--- src/design/rlfs_consts.vh ---
// constants for the radio link forward/status block
// assumes inclusion by rlfs_top.v and by the testbench
`ifndef RLFS_CONSTS_VH
`define RLFS_CONSTS_VH

// ****************************************
// register indices (byte address = 4 * index)
// ****************************************
`define RLFS_IDX_LINES 7'h00
`define RLFS_IDX_SENT 7'h01
`define RLFS_IDX_GOOD 7'h02
`define RLFS_IDX_UNSENT 7'h03
`define RLFS_IDX_BAD 7'h07
`define RLFS_IDX_NOBUF 7'h08
`define RLFS_IDX_DUP 7'h09
`define RLFS_IDX_LOST 7'h0c
`define RLFS_IDX_MAP_FIRST 7'h43
`define RLFS_IDX_MAP_LAST 7'h52
`define RLFS_IDX_CTRL 7'h60
`define RLFS_IDX_IRQ_STAT 7'h61
`define RLFS_IDX_IRQ_MASK 7'h62

// ****************************************
// line status bit positions
// ****************************************
`define RLFS_LINE_CTS 0
`define RLFS_LINE_RTS 1
`define RLFS_LINE_DSR 2
`define RLFS_LINE_DCD 3
`define RLFS_LINE_DTR 4

// ****************************************
// control register fields
// ****************************************
`define RLFS_CTRL_STATION_LSB 0
`define RLFS_CTRL_SF_EN 8
`define RLFS_CTRL_DTR 9
`define RLFS_CTRL_RTS 10
`define RLFS_CTRL_CLEAR 16
`define RLFS_CTRL_RESET 11'h000

// ****************************************
// event / counter indices
// ****************************************
`define RLFS_EV_SENT 0
`define RLFS_EV_GOOD 1
`define RLFS_EV_UNSENT 2
`define RLFS_EV_BAD 3
`define RLFS_EV_NOBUF 4
`define RLFS_EV_DUP 5
`define RLFS_EV_LOST 6
`define RLFS_EV_FWD 7
`define RLFS_NUM_CNT 7
`define RLFS_NUM_EV 8

// ****************************************
// sizes
// ****************************************
`define RLFS_HIST_DEPTH 20
`define RLFS_MAP_WORDS 16
`define RLFS_BCAST_ADDR 8'hff
`define RLFS_CNT_RESET 16'h0000

`endif

--- src/design/rlfs_top.v ---
// radio link status counters, handshake mirror and store-and-forward decision
// assumes a classic wishbone master and link logic on the same clock

`timescale 1ns/100ps
`default_nettype none
`include "rlfs_consts.vh"

module rlfs_top (
   // clock and reset
   input wire clk_i,
   input wire rst_n_i,
   // wishbone slave
   input wire wb_cyc_i,
   input wire wb_stb_i,
   input wire wb_we_i,
   input wire [8:0] wb_adr_i,
   input wire [3:0] wb_sel_i,
   input wire [31:0] wb_dat_i,
   output reg [31:0] wb_dat_o,
   output reg wb_ack_o,
   // link events, one-cycle pulses except modem_lost_i
   input wire tx_sent_i,
   input wire rx_good_i,
   input wire rx_no_buf_i,
   input wire tx_blocked_i,
   input wire rx_bad_i,
   input wire modem_lost_i,
   // received packet for forwarding decision
   input wire pkt_valid_i,
   input wire [7:0] source_address_byte_i,
   input wire [7:0] pkt_dst_i,
   input wire [15:0] pkt_sig_i,
   output reg pkt_fwd_o,
   output reg pkt_dup_o,
   // modem pins
   input wire cts_i,
   input wire dsr_i,
   input wire dcd_i,
   output reg dtr_o,
   output reg rts_o,
   // interrupt
   output reg irq_o
);

   // ****************************************
   // bus decode
   // ****************************************
   wire req;
   wire [6:0] idx;
   wire wr_lo;
   wire wr_hi;
   wire wr_b2;
   assign req = wb_cyc_i & wb_stb_i;
   assign idx = wb_adr_i[8:2];
   assign wr_lo = req & wb_we_i & wb_ack_o & wb_sel_i[0];
   assign wr_hi = req & wb_we_i & wb_ack_o & wb_sel_i[1];
   assign wr_b2 = req & wb_we_i & wb_ack_o & wb_sel_i[2];

   // ****************************************
   // control register
   // ****************************************
   reg [10:0] ctrl_reg;
   wire [7:0] station;
   wire sf_en;
   wire clear_cnt;
   assign station = ctrl_reg[`RLFS_CTRL_STATION_LSB +: 8];
   assign sf_en = ctrl_reg[`RLFS_CTRL_SF_EN];
   assign clear_cnt = wr_b2 & (idx == `RLFS_IDX_CTRL) & wb_dat_i[`RLFS_CTRL_CLEAR];

   always @(posedge clk_i or negedge rst_n_i) begin
      if (!rst_n_i) begin
         ctrl_reg <= `RLFS_CTRL_RESET;
      end else begin
         if (wr_lo && idx == `RLFS_IDX_CTRL) begin
            ctrl_reg[7:0] <= wb_dat_i[7:0];
         end
         if (wr_hi && idx == `RLFS_IDX_CTRL) begin
            ctrl_reg[10:8] <= wb_dat_i[10:8];
         end
      end
   end

   // ****************************************
   // modem control pins
   // ****************************************
   always @(posedge clk_i or negedge rst_n_i) begin
      if (!rst_n_i) begin
         dtr_o <= 1'b0;
         rts_o <= 1'b0;
      end else begin
         dtr_o <= ctrl_reg[`RLFS_CTRL_DTR];
         rts_o <= ctrl_reg[`RLFS_CTRL_RTS];
      end
   end

   // ****************************************
   // modem input synchronisers
   // ****************************************
   reg [2:0] s1_reg;
   reg [2:0] s2_reg;
   reg [2:0] s3_reg;
   reg [2:0] lines_reg;

   always @(posedge clk_i or negedge rst_n_i) begin
      if (!rst_n_i) begin
         s1_reg <= 3'h0;
         s2_reg <= 3'h0;
         s3_reg <= 3'h0;
      end else begin
         s1_reg <= {dcd_i, dsr_i, cts_i};
         s2_reg <= s1_reg;
         s3_reg <= s2_reg;
      end
   end

   // ****************************************
   // line level filter
   // ****************************************
   always @(posedge clk_i or negedge rst_n_i) begin
      if (!rst_n_i) begin
         lines_reg <= 3'h0;
      end else begin
         lines_reg <= (s2_reg & s3_reg) | (lines_reg & (s2_reg | s3_reg));
      end
   end

   wire [15:0] line_word;
   assign line_word[15:5] = 11'h000;
   assign line_word[`RLFS_LINE_CTS] = lines_reg[0];
   assign line_word[`RLFS_LINE_DSR] = lines_reg[1];
   assign line_word[`RLFS_LINE_DCD] = lines_reg[2];
   assign line_word[`RLFS_LINE_DTR] = dtr_o;
   assign line_word[`RLFS_LINE_RTS] = rts_o;

   // ****************************************
   // forwarding table
   // ****************************************
   reg [255:0] map_reg;
   genvar gw;
   generate
      for (gw = 0; gw < `RLFS_MAP_WORDS; gw = gw + 1) begin : g_map
         always @(posedge clk_i or negedge rst_n_i) begin
            if (!rst_n_i) begin
               map_reg[gw*16 +: 16] <= 16'h0000;
            end else if (idx == `RLFS_IDX_MAP_FIRST + gw) begin
               if (wr_lo) begin
                  map_reg[gw*16 +: 8] <= wb_dat_i[7:0];
               end
               if (wr_hi) begin
                  map_reg[gw*16+8 +: 8] <= wb_dat_i[15:8];
               end
            end
         end
      end
   endgenerate

   // ****************************************
   // duplicate history
   // ****************************************
   reg [23:0] hist_reg [0:`RLFS_HIST_DEPTH-1];
   reg [`RLFS_HIST_DEPTH-1:0] hist_vld_reg;
   wire [23:0] pkt_key;
   wire [`RLFS_HIST_DEPTH-1:0] hit;
   wire push;
   assign pkt_key = {source_address_byte_i, pkt_sig_i};
   assign push = pkt_valid_i & sf_en;
   genvar gh;
   generate
      for (gh = 0; gh < `RLFS_HIST_DEPTH; gh = gh + 1) begin : g_hist
         assign hit[gh] = hist_vld_reg[gh] & (hist_reg[gh] == pkt_key);
         always @(posedge clk_i or negedge rst_n_i) begin
            if (!rst_n_i) begin
               hist_reg[gh] <= 24'h000000;
               hist_vld_reg[gh] <= 1'b0;
            end else if (push) begin
               if (gh == 0) begin
                  hist_reg[gh] <= pkt_key;
                  hist_vld_reg[gh] <= 1'b1;
               end else begin
                  hist_reg[gh] <= hist_reg[gh-1];
                  hist_vld_reg[gh] <= hist_vld_reg[gh-1];
               end
            end
         end
      end
   endgenerate

   // ****************************************
   // forward decision
   // ****************************************
   wire is_dup;
   wire own_src;
   wire is_bcast;
   wire src_ok;
   wire dst_ok;
   wire dst_other;
   wire do_fwd;
   assign is_dup = push & (|hit);
   assign own_src = (source_address_byte_i == station);
   assign is_bcast = (pkt_dst_i == `RLFS_BCAST_ADDR);
   assign src_ok = map_reg[source_address_byte_i];
   assign dst_ok = is_bcast ? map_reg[`RLFS_BCAST_ADDR] : map_reg[pkt_dst_i];
   assign dst_other = (pkt_dst_i != station);
   assign do_fwd = push & ~is_dup & ~own_src & dst_other & src_ok & dst_ok;

   always @(posedge clk_i or negedge rst_n_i) begin
      if (!rst_n_i) begin
         pkt_fwd_o <= 1'b0;
         pkt_dup_o <= 1'b0;
      end else begin
         pkt_fwd_o <= do_fwd;
         pkt_dup_o <= is_dup;
      end
   end

   // ****************************************
   // diagnostic counters
   // ****************************************
   reg lost_d_reg;
   always @(posedge clk_i or negedge rst_n_i) begin
      if (!rst_n_i) begin
         lost_d_reg <= 1'b0;
      end else begin
         lost_d_reg <= modem_lost_i;
      end
   end

   wire [`RLFS_NUM_EV-1:0] ev;
   assign ev[`RLFS_EV_SENT] = tx_sent_i;
   assign ev[`RLFS_EV_GOOD] = rx_good_i;
   assign ev[`RLFS_EV_UNSENT] = tx_blocked_i;
   assign ev[`RLFS_EV_BAD] = rx_bad_i;
   assign ev[`RLFS_EV_NOBUF] = rx_no_buf_i;
   assign ev[`RLFS_EV_DUP] = is_dup;
   assign ev[`RLFS_EV_LOST] = modem_lost_i & ~lost_d_reg;
   assign ev[`RLFS_EV_FWD] = do_fwd;

   reg [15:0] cnt_reg [0:`RLFS_NUM_CNT-1];
   genvar gc;
   generate
      for (gc = 0; gc < `RLFS_NUM_CNT; gc = gc + 1) begin : g_cnt
         always @(posedge clk_i or negedge rst_n_i) begin
            if (!rst_n_i) begin
               cnt_reg[gc] <= `RLFS_CNT_RESET;
            end else if (clear_cnt) begin
               cnt_reg[gc] <= `RLFS_CNT_RESET;
            end else if (ev[gc]) begin
               cnt_reg[gc] <= cnt_reg[gc] + 16'h0001;
            end
         end
      end
   endgenerate

   // ****************************************
   // interrupt status and mask
   // ****************************************
   reg [`RLFS_NUM_EV-1:0] irq_stat_reg;
   reg [`RLFS_NUM_EV-1:0] irq_mask_reg;
   wire [`RLFS_NUM_EV-1:0] w1c;
   assign w1c = (wr_lo && idx == `RLFS_IDX_IRQ_STAT) ? wb_dat_i[7:0] : 8'h00;

   always @(posedge clk_i or negedge rst_n_i) begin
      if (!rst_n_i) begin
         irq_stat_reg <= 8'h00;
      end else begin
         irq_stat_reg <= (irq_stat_reg & ~w1c) | ev;
      end
   end

   always @(posedge clk_i or negedge rst_n_i) begin
      if (!rst_n_i) begin
         irq_mask_reg <= 8'h00;
      end else if (wr_lo && idx == `RLFS_IDX_IRQ_MASK) begin
         irq_mask_reg <= wb_dat_i[7:0];
      end
   end

   always @(posedge clk_i or negedge rst_n_i) begin
      if (!rst_n_i) begin
         irq_o <= 1'b0;
      end else begin
         irq_o <= |(irq_stat_reg & irq_mask_reg);
      end
   end

   // ****************************************
   // read mux and ack
   // ****************************************
   reg [31:0] rd_data;
   always @* begin
      rd_data = 32'h00000000;
      case (idx)
         `RLFS_IDX_LINES: begin
            rd_data[15:0] = line_word;
         end
         `RLFS_IDX_SENT: begin
            rd_data[15:0] = cnt_reg[`RLFS_EV_SENT];
         end
         `RLFS_IDX_GOOD: begin
            rd_data[15:0] = cnt_reg[`RLFS_EV_GOOD];
         end
         `RLFS_IDX_UNSENT: begin
            rd_data[15:0] = cnt_reg[`RLFS_EV_UNSENT];
         end
         `RLFS_IDX_BAD: begin
            rd_data[15:0] = cnt_reg[`RLFS_EV_BAD];
         end
         `RLFS_IDX_NOBUF: begin
            rd_data[15:0] = cnt_reg[`RLFS_EV_NOBUF];
         end
         `RLFS_IDX_DUP: begin
            rd_data[15:0] = cnt_reg[`RLFS_EV_DUP];
         end
         `RLFS_IDX_LOST: begin
            rd_data[15:0] = cnt_reg[`RLFS_EV_LOST];
         end
         `RLFS_IDX_CTRL: begin
            rd_data[10:0] = ctrl_reg;
         end
         `RLFS_IDX_IRQ_STAT: begin
            rd_data[7:0] = irq_stat_reg;
         end
         `RLFS_IDX_IRQ_MASK: begin
            rd_data[7:0] = irq_mask_reg;
         end
         default: begin
            // table word k sits at index first + k, so subtract the first index
            if (idx >= `RLFS_IDX_MAP_FIRST && idx <= `RLFS_IDX_MAP_LAST) begin
               rd_data[15:0] = map_reg[{idx[3:0] - 4'h3, 4'h0} +: 16];
            end
         end
      endcase
   end

   always @(posedge clk_i or negedge rst_n_i) begin
      if (!rst_n_i) begin
         wb_ack_o <= 1'b0;
      end else begin
         wb_ack_o <= req & ~wb_ack_o;
      end
   end

   always @(posedge clk_i or negedge rst_n_i) begin
      if (!rst_n_i) begin
         wb_dat_o <= 32'h00000000;
      end else if (req && !wb_ack_o) begin
         wb_dat_o <= rd_data;
      end
   end

endmodule
`default_nettype wire

--- config.mk ---
export PLATFORM = sky130hd
export DESIGN_NAME = rlfs_top
export DESIGN_NICKNAME = d
export VERILOG_FILES = /design/src/design/rlfs_top.v
export VERILOG_INCLUDE_DIRS = /design/src /design/src/design
export SDC_FILE = /design/constraint.sdc
export NUM_CORES = 2
export LEC_CHECK = 0
export ABC_AREA = 1
export BUFFER_PORTS_ARGS = -buffer_cell sky130_fd_sc_hd__buf_2
export CAP_MARGIN = 10
export CELL_PAD_IN_SITES_DETAIL_PLACEMENT = 0
export CELL_PAD_IN_SITES_GLOBAL_PLACEMENT = 1
export CORE_MARGIN = 3
export CORE_UTILIZATION = 47
export DETAILED_ROUTE_END_ITERATION = 10
export PLACE_DENSITY_LB_ADDON = 0.1
export SYNTH_ARGS = -nofsm -noshare
export SYNTH_HDL_FRONTEND = slang
export SYNTH_SLANG_ARGS = --single-unit
--- constraint.sdc ---
create_clock -name clk_i -period 2.2 [get_ports clk_i]
set_clock_uncertainty 0.05 [all_clocks]
set_input_delay 0.44 -clock clk_i [delete_from_list [all_inputs] [get_ports clk_i]]
set_output_delay 0.44 -clock clk_i [all_outputs]
set_load 0.05 [all_outputs]
# Word level (Yosys, flattened, before mapping)
# Index checks and enable logic that the tools add are counted.
[word_totals] ff_bits=930 latch_bits=0 mem_bits_rw=0 romBits=0 input_bits=92 out_inout_bits=38 wordCells=281 n_memories=0
[op_classes] n_addsub=8 multipliers=0 div_mod_pow=0 n_lt_le_gt_ge=4 n_eq_ne=49 n_shift=1 n_mux=24 bitwise=49 n_reduce_logical=51
[ops] op="$eq 24x24->1" count=20
[ops] op="$shiftx 256x9->16" count=1
[ops] op="$mux 16" count=15
[ops] op="$eq 7x7->1 const B" count=19
[ops] op="$add 16x1->16 const B" count=7
[ops] op="$pmux 8 s11" count=1
[ops] op="$reduce_and 2->1" count=32
[ops] op="$pmux 5 s8" count=1
[ops] op="$and 1x1->1" count=37
[ops] op="$pmux 3 s9" count=1
[ops] op="$eq 7x4->1 const B" count=3
[ops] op="$reduce_or 20->1" count=1
[ops] op="$lt 8x9->1 const B" count=2
[ops] op="$and 8x8->8" count=2
[ops] op="$bmux 1 s8" count=2
[ops] op="$eq 7x2->1 const B" count=2
[ops] op="$reduce_bool 2->1" count=7
[ops] op="$eq 8x8->1" count=1
[ops] op="$eq 8x8->1 const B" count=1
[ops] op="$mux 8" count=1
[ops] op="$ne 8x8->1" count=1
[ops] op="$not 8->8" count=1
[ops] op="$or 8x8->8" count=1
[ops] op="$reduce_or 8->1" count=1
[ops] op="14 further kinds" count=26

# Depth between registers and ports, before layout
[logic_depth] word_depth=11 depth_mapped=21 mapped_depth_nobuf=18

# Least setup slack after synthesis
# No wires, ideal clock.
[synth_timing] path_type="input -> register" start="input port wb_adr_i[2]" end="register wb_dat_o[8]" setup_ps=119 t_arrival_ps=2976 t_required_ps=2031 slack_ps=-945 stages=13 n_path_buf=6 path_cell_list="buf_2 clkinv_1 clkbuf_1 buf_1 ha_1 clkbuf_1 inv_1 clkbuf_1 clkbuf_1 nand3_1 a221o_1 a31oi_1 nor2_1"
[synth_via] elab_chain_cells=4 word_cells_on_any_way=19 classes_between="1 x add/sub; 2 x order compare; 10 x eq/ne; 1 x shift; 2 x mux; 3 x reduce/logical"
[synth_rtl] element="start, declared" line_no="rlfs_top.v:16" rtl="input wire [8:0] wb_adr_i,"
[synth_rtl] element="$sub 4x2->4, or another cell as far along" line_no="rlfs_top.v:329" rtl="rd_data[15:0] = map_reg[{idx[3:0] - 4'h3, 4'h0} +: 16];"
[synth_rtl] element="$shiftx 256x9->16 / $logic_and 1x1->1 (equally long branches)"
[synth_rtl] element="$mux 16" line_no="rlfs_top.v:328" rtl="if (idx >= `RLFS_IDX_MAP_FIRST && idx <= `RLFS_IDX_MAP_LAST) begin"
[synth_rtl] element="$pmux 3 s9 *" line_no="rlfs_top.v:292" rtl="case (idx)"
[synth_rtl] element="end signal, assigned" line_no="rlfs_top.v:347" rtl="wb_dat_o <= rd_data;"
[synth_rtl] element="end, declared" line_no="rlfs_top.v:19" rtl="output reg [31:0] wb_dat_o,"
# Mark *: on every way between the ends. The rest lies on a longest branch, timed or not.
# A chain may end at the register's enable or synchronous reset.

# Worst setup path in the final report
[layout_timing] start="register hist_reg[200] in the netlist's numbering" end="register cnt_reg[25] in the netlist's numbering"
[layout_via] elab_chain_cells=5
[layout_rtl] element="start, declared" line_no="rlfs_top.v:160" rtl="reg [23:0] hist_reg [0:`RLFS_HIST_DEPTH-1];"
[layout_rtl] element="start signal, assigned by index" line_no="rlfs_top.v:177" rtl="hist_reg[gh] <= pkt_key;"
[layout_rtl] element="start signal, assigned by index" line_no="rlfs_top.v:180" rtl="hist_reg[gh] <= hist_reg[gh-1];"
[layout_rtl] element="$eq 24x24->1" line_no="rlfs_top.v:170" rtl="assign hit[gh] = hist_vld_reg[gh] & (hist_reg[gh] == pkt_key);"
[layout_rtl] element="$and 1x1->1" line_no="rlfs_top.v:170"
[layout_rtl] element="$reduce_or 20->1" line_no="rlfs_top.v:198" rtl="assign is_dup = push & (|hit);"
[layout_rtl] element="$and 1x1->1" line_no="rlfs_top.v:198"
[layout_rtl] element="$reduce_bool 2->1 (no source line)"
[layout_rtl] element="end signal, assigned by index" line_no="rlfs_top.v:244" rtl="cnt_reg[gc] <= `RLFS_CNT_RESET;"
[layout_rtl] element="end signal, assigned by index" line_no="rlfs_top.v:246" rtl="cnt_reg[gc] <= `RLFS_CNT_RESET;"
[layout_rtl] element="end signal, assigned by index" line_no="rlfs_top.v:248" rtl="cnt_reg[gc] <= cnt_reg[gc] + 16'h0001;"
[layout_rtl] element="end, declared" line_no="rlfs_top.v:238" rtl="reg [15:0] cnt_reg [0:`RLFS_NUM_CNT-1];"
# Every way passes these cells.

==> impl_metrics.tcl <==
set metrics [dict create \
    drive_above_1_share_pct 19.0 \
    wire_per_inst_um 22.7 \
    p_switching_mw 12.6 \
    cts-root-buf "clkbuf_16" \
    rsz0062_at_grt "true" \
    path_buf_inv 3 \
    criticalPathCategory "reg -> reg" \
    cts_buffer_depth 3 \
    p_seq_share_pct 43.0 \
    netlist_instances 6982 \
    cp_slowest_stage_delay_ns 0.41 \
    yosys_most_used_dff "dfrtp_1" \
    clk_pin_slew_ns 0.07 \
    setup_viol 17 \
    fin_crit_ns 2.42 \
    fin_ws_ns -0.220 \
    grt_usage_pct 37.2 \
    yosysSeqAreaShare_pct 45.9 \
    initial_core_util_pct 47.8 \
    fp-row-count 119 \
    path_max_fanout 8 \
    die_width_um 335 \
    cap_viol_max_count 0 \
    synthTopCellsByCount "2152 x nand2_1, 1125 x o21ai_0, 930 x dfrtp_1" \
    antenna_found_initial 1 \
    path_cells "inv_1 -> nand2_1 -> a21oi_1 -> nand2_1 -> nor2_1 -> nand2_1 -> nor2_4 -> nor2_2 -> nand2_2 -> nor2_4 -> nand3_4 -> buf_6 -> nand2_8 -> nand2_8 -> buf_6 -> nand4_1 -> a21oi_2" \
    tightest_slew_ns 0.651 \
    cpMaxStageDelayCell "dfrtp_1" \
    synth_most_common_cell "nand2_1" \
    critPathMostFrequentCell "nand2_1" \
    min_path_type "in -> reg" \
    first_pass_iters 8 \
    async_reset_ff_share_pct 100 \
    synth_top_area_share_pct 45.9 \
    syn-cell-area_mm2 0.0507 \
    synth_warnings 0 \
    gp_congestion 1.00 \
    instances_no_fill 9271 \
    syn_avg_cell_area_um2 7.27 \
    cts_buffers 105 \
    fmax_ghz 0.413 \
    grt_pass1_vias 49800 \
    r2r_slack_ns -0.22 \
    p_int_mw 30.5 \
    fp.dieH_um 335 \
    dp_hpwl_um 154000 \
    vias_per_cell 5.61 \
    slew-limit-headroom_pct 56.4 \
    routed_wirelength_um 211000 \
    yosysTopAreaCell "dfrtp_1" \
    place_inst 9041 \
    crit_arrival_ns 3.00 \
    fill_cells 9970 \
    die_area_mm2 0.112 \
    cts_tree "done" \
    overflow 0 \
    ant_nets 0 \
    diodes 0 \
    startpoint_type "register" \
    largest_reg_flops 480 \
    pwr-share-comb_pct 16.2 \
    worstPathRequired_ns 2.78 \
    drc 0 \
    drv_slew 0 \
    synthTopCellsByArea "dfrtp_1 46%, nand2_1 16%, o21ai_0 11%, inv_1 4.7%, nor2_1 3.7%" \
    ir_worst_vdd_mv 0.777 \
    synth-edff-count 0 \
    synthToLayoutAreaGrowth_pct 27.3 \
    cpLargestDelayFamily "simple AND/OR/NAND/NOR gates" \
    leakage_nw 29.8 \
    io_pins 130 \
    ys_types 61 \
    violations "setup timing" \
    coreArea_mm2 0.106 \
    hold_viol 0 \
    grt_pass1_wl_um 314000 \
    grt_max_degree 146 \
    initialDrtViolationCount 4947 \
    cts_sinks 930 \
    switching_share_pct 29.2 \
    num_vias 52000 \
    power_mw 43.1 \
    nets 7901 \
    status "finished, violations left" \
    port_buffers 95 \
    cts_max_level 3 \
    ys_ff_latch 930 \
    pwr-share-clk_pct 40.9 \
    insertion_delay_ns 0.70 \
    power_density_mw_per_mm2 668 \
    endpoint_kind "register" \
    fin_crit_sh_pct 110 \
]
## stage by stage
step	instance area, um^2	worst slack (ns)	setup TNS [ns]	utilization [%]	hold slack (ns)
final	64600	-0.220	-1.84	60.8	0.0346
after floorplan	51100	-0.287	-20.63	-	0.0944
after detailed placement	60300	-1.06	-43.59	56.8	0.287
after global placement	60300	-1.03	-41.64	56.8	0.284
after CTS	64100	-0.0840	-0.747	60.3	0.00230
after global routing	64600	-0.287	-4.19	60.8	0.0398
## what timing repair did
item | CTS | global route
hold buffers | 6 | 0
setup endpoints to repair | 21 | 43
resized for setup | 84 | 121
cloned | 0 | 0
hold endpoints to repair | 17 | 0
buffers inserted | 17 | 23
pin swaps | 24 | 40
## placed cells by master (no fill, tap or decap), types with 28 or more instances in the layout
cell,n
a21oi_1,301
buf_12,128
buf_2,89
buf_4,898
clkbuf_1,31
clkbuf_16,106
clkbuf_8,28
dfrtp_1,923
inv_1,608
inv_2,45
nand2_1,2129
nand3_1,224
nand4_1,79
nor2_1,452
nor2_2,31
nor3_1,51
o211ai_1,66
o21ai_0,1081
o21ai_1,57
o221ai_1,34
o22ai_1,56
xnor2_1,74
xor2_1,51
## final timing paths
check	from	endpoint	depth (start not counted)
max	hist_reg[200]	cnt_reg[25]	17
max in group asynchronous	rst_n_i	cnt_reg[58]	4
min reg2reg	s1_reg[2]	s2_reg[2]	0
min in group asynchronous	rst_n_i	hist_reg[126]	2
max reg2reg	hist_reg[200]	cnt_reg[25]	17
min	tx_blocked_i	cnt_reg[64]	3
## power by group through the flow
stage                     combinational, mW  clock [mW]  sequential [mW]
after floorplan                        3.18           0             18.8
after global placement                 6.54           0             18.8
after detailed placement               6.61           0             18.8
after CTS                              6.68        17.8             18.5
after global routing                   7.50        18.5             18.6
final                                  6.97        17.6             18.5
## metal layers
layer | GRT usage [%] | wire (um)
met4 | 21.7 | 14900
met1 | 47.2 | 83600
met3 | 5.21 | 14300
met5 | 0 | 0
met2 | 60.9 | 97800
## area by class of cell
cell class / instances / area, um^2 / area share, %
multi-input combinational: 4967 / 23800 / 36.8
clock inverter: 24 / 229 / 0.355
timing repair buffer: 1128 / 9890 / 15.3
sequential: 930 / 23300 / 36.0
tap: 1391 / 1740 / 2.69
inverter: 666 / 2530 / 3.92
clock buffer: 165 / 3150 / 4.88
## worst register-to-register path, delay by kind of cell (launching register included)
family,cells,cell delay [ns]
AOI/OAI and AO/OA,2,0.33
buffers and inverters,3,0.38
and+or+nand+nor,12,1.18
DFF,1,0.41
## cells by family (layout without fill, tap and decap cells)
kind of cell / after synthesis / after routing / share of synthesized area, %
compound gates: 1730 / 1730 / 18.4
xor+xnor: 127 / 127 / 2.19
fa+ha+maj: 14 / 14 / 0.330
buf+inv: 1100 / 1983 / 8.82
flops: 930 / 930 / 45.9
mux: 1 / 1 / 0.0197
other cells: 1 / 16 / 0.00739
simple gates: 3079 / 3079 / 24.3
Note: power is estimated with default switching activity, not from simulation.
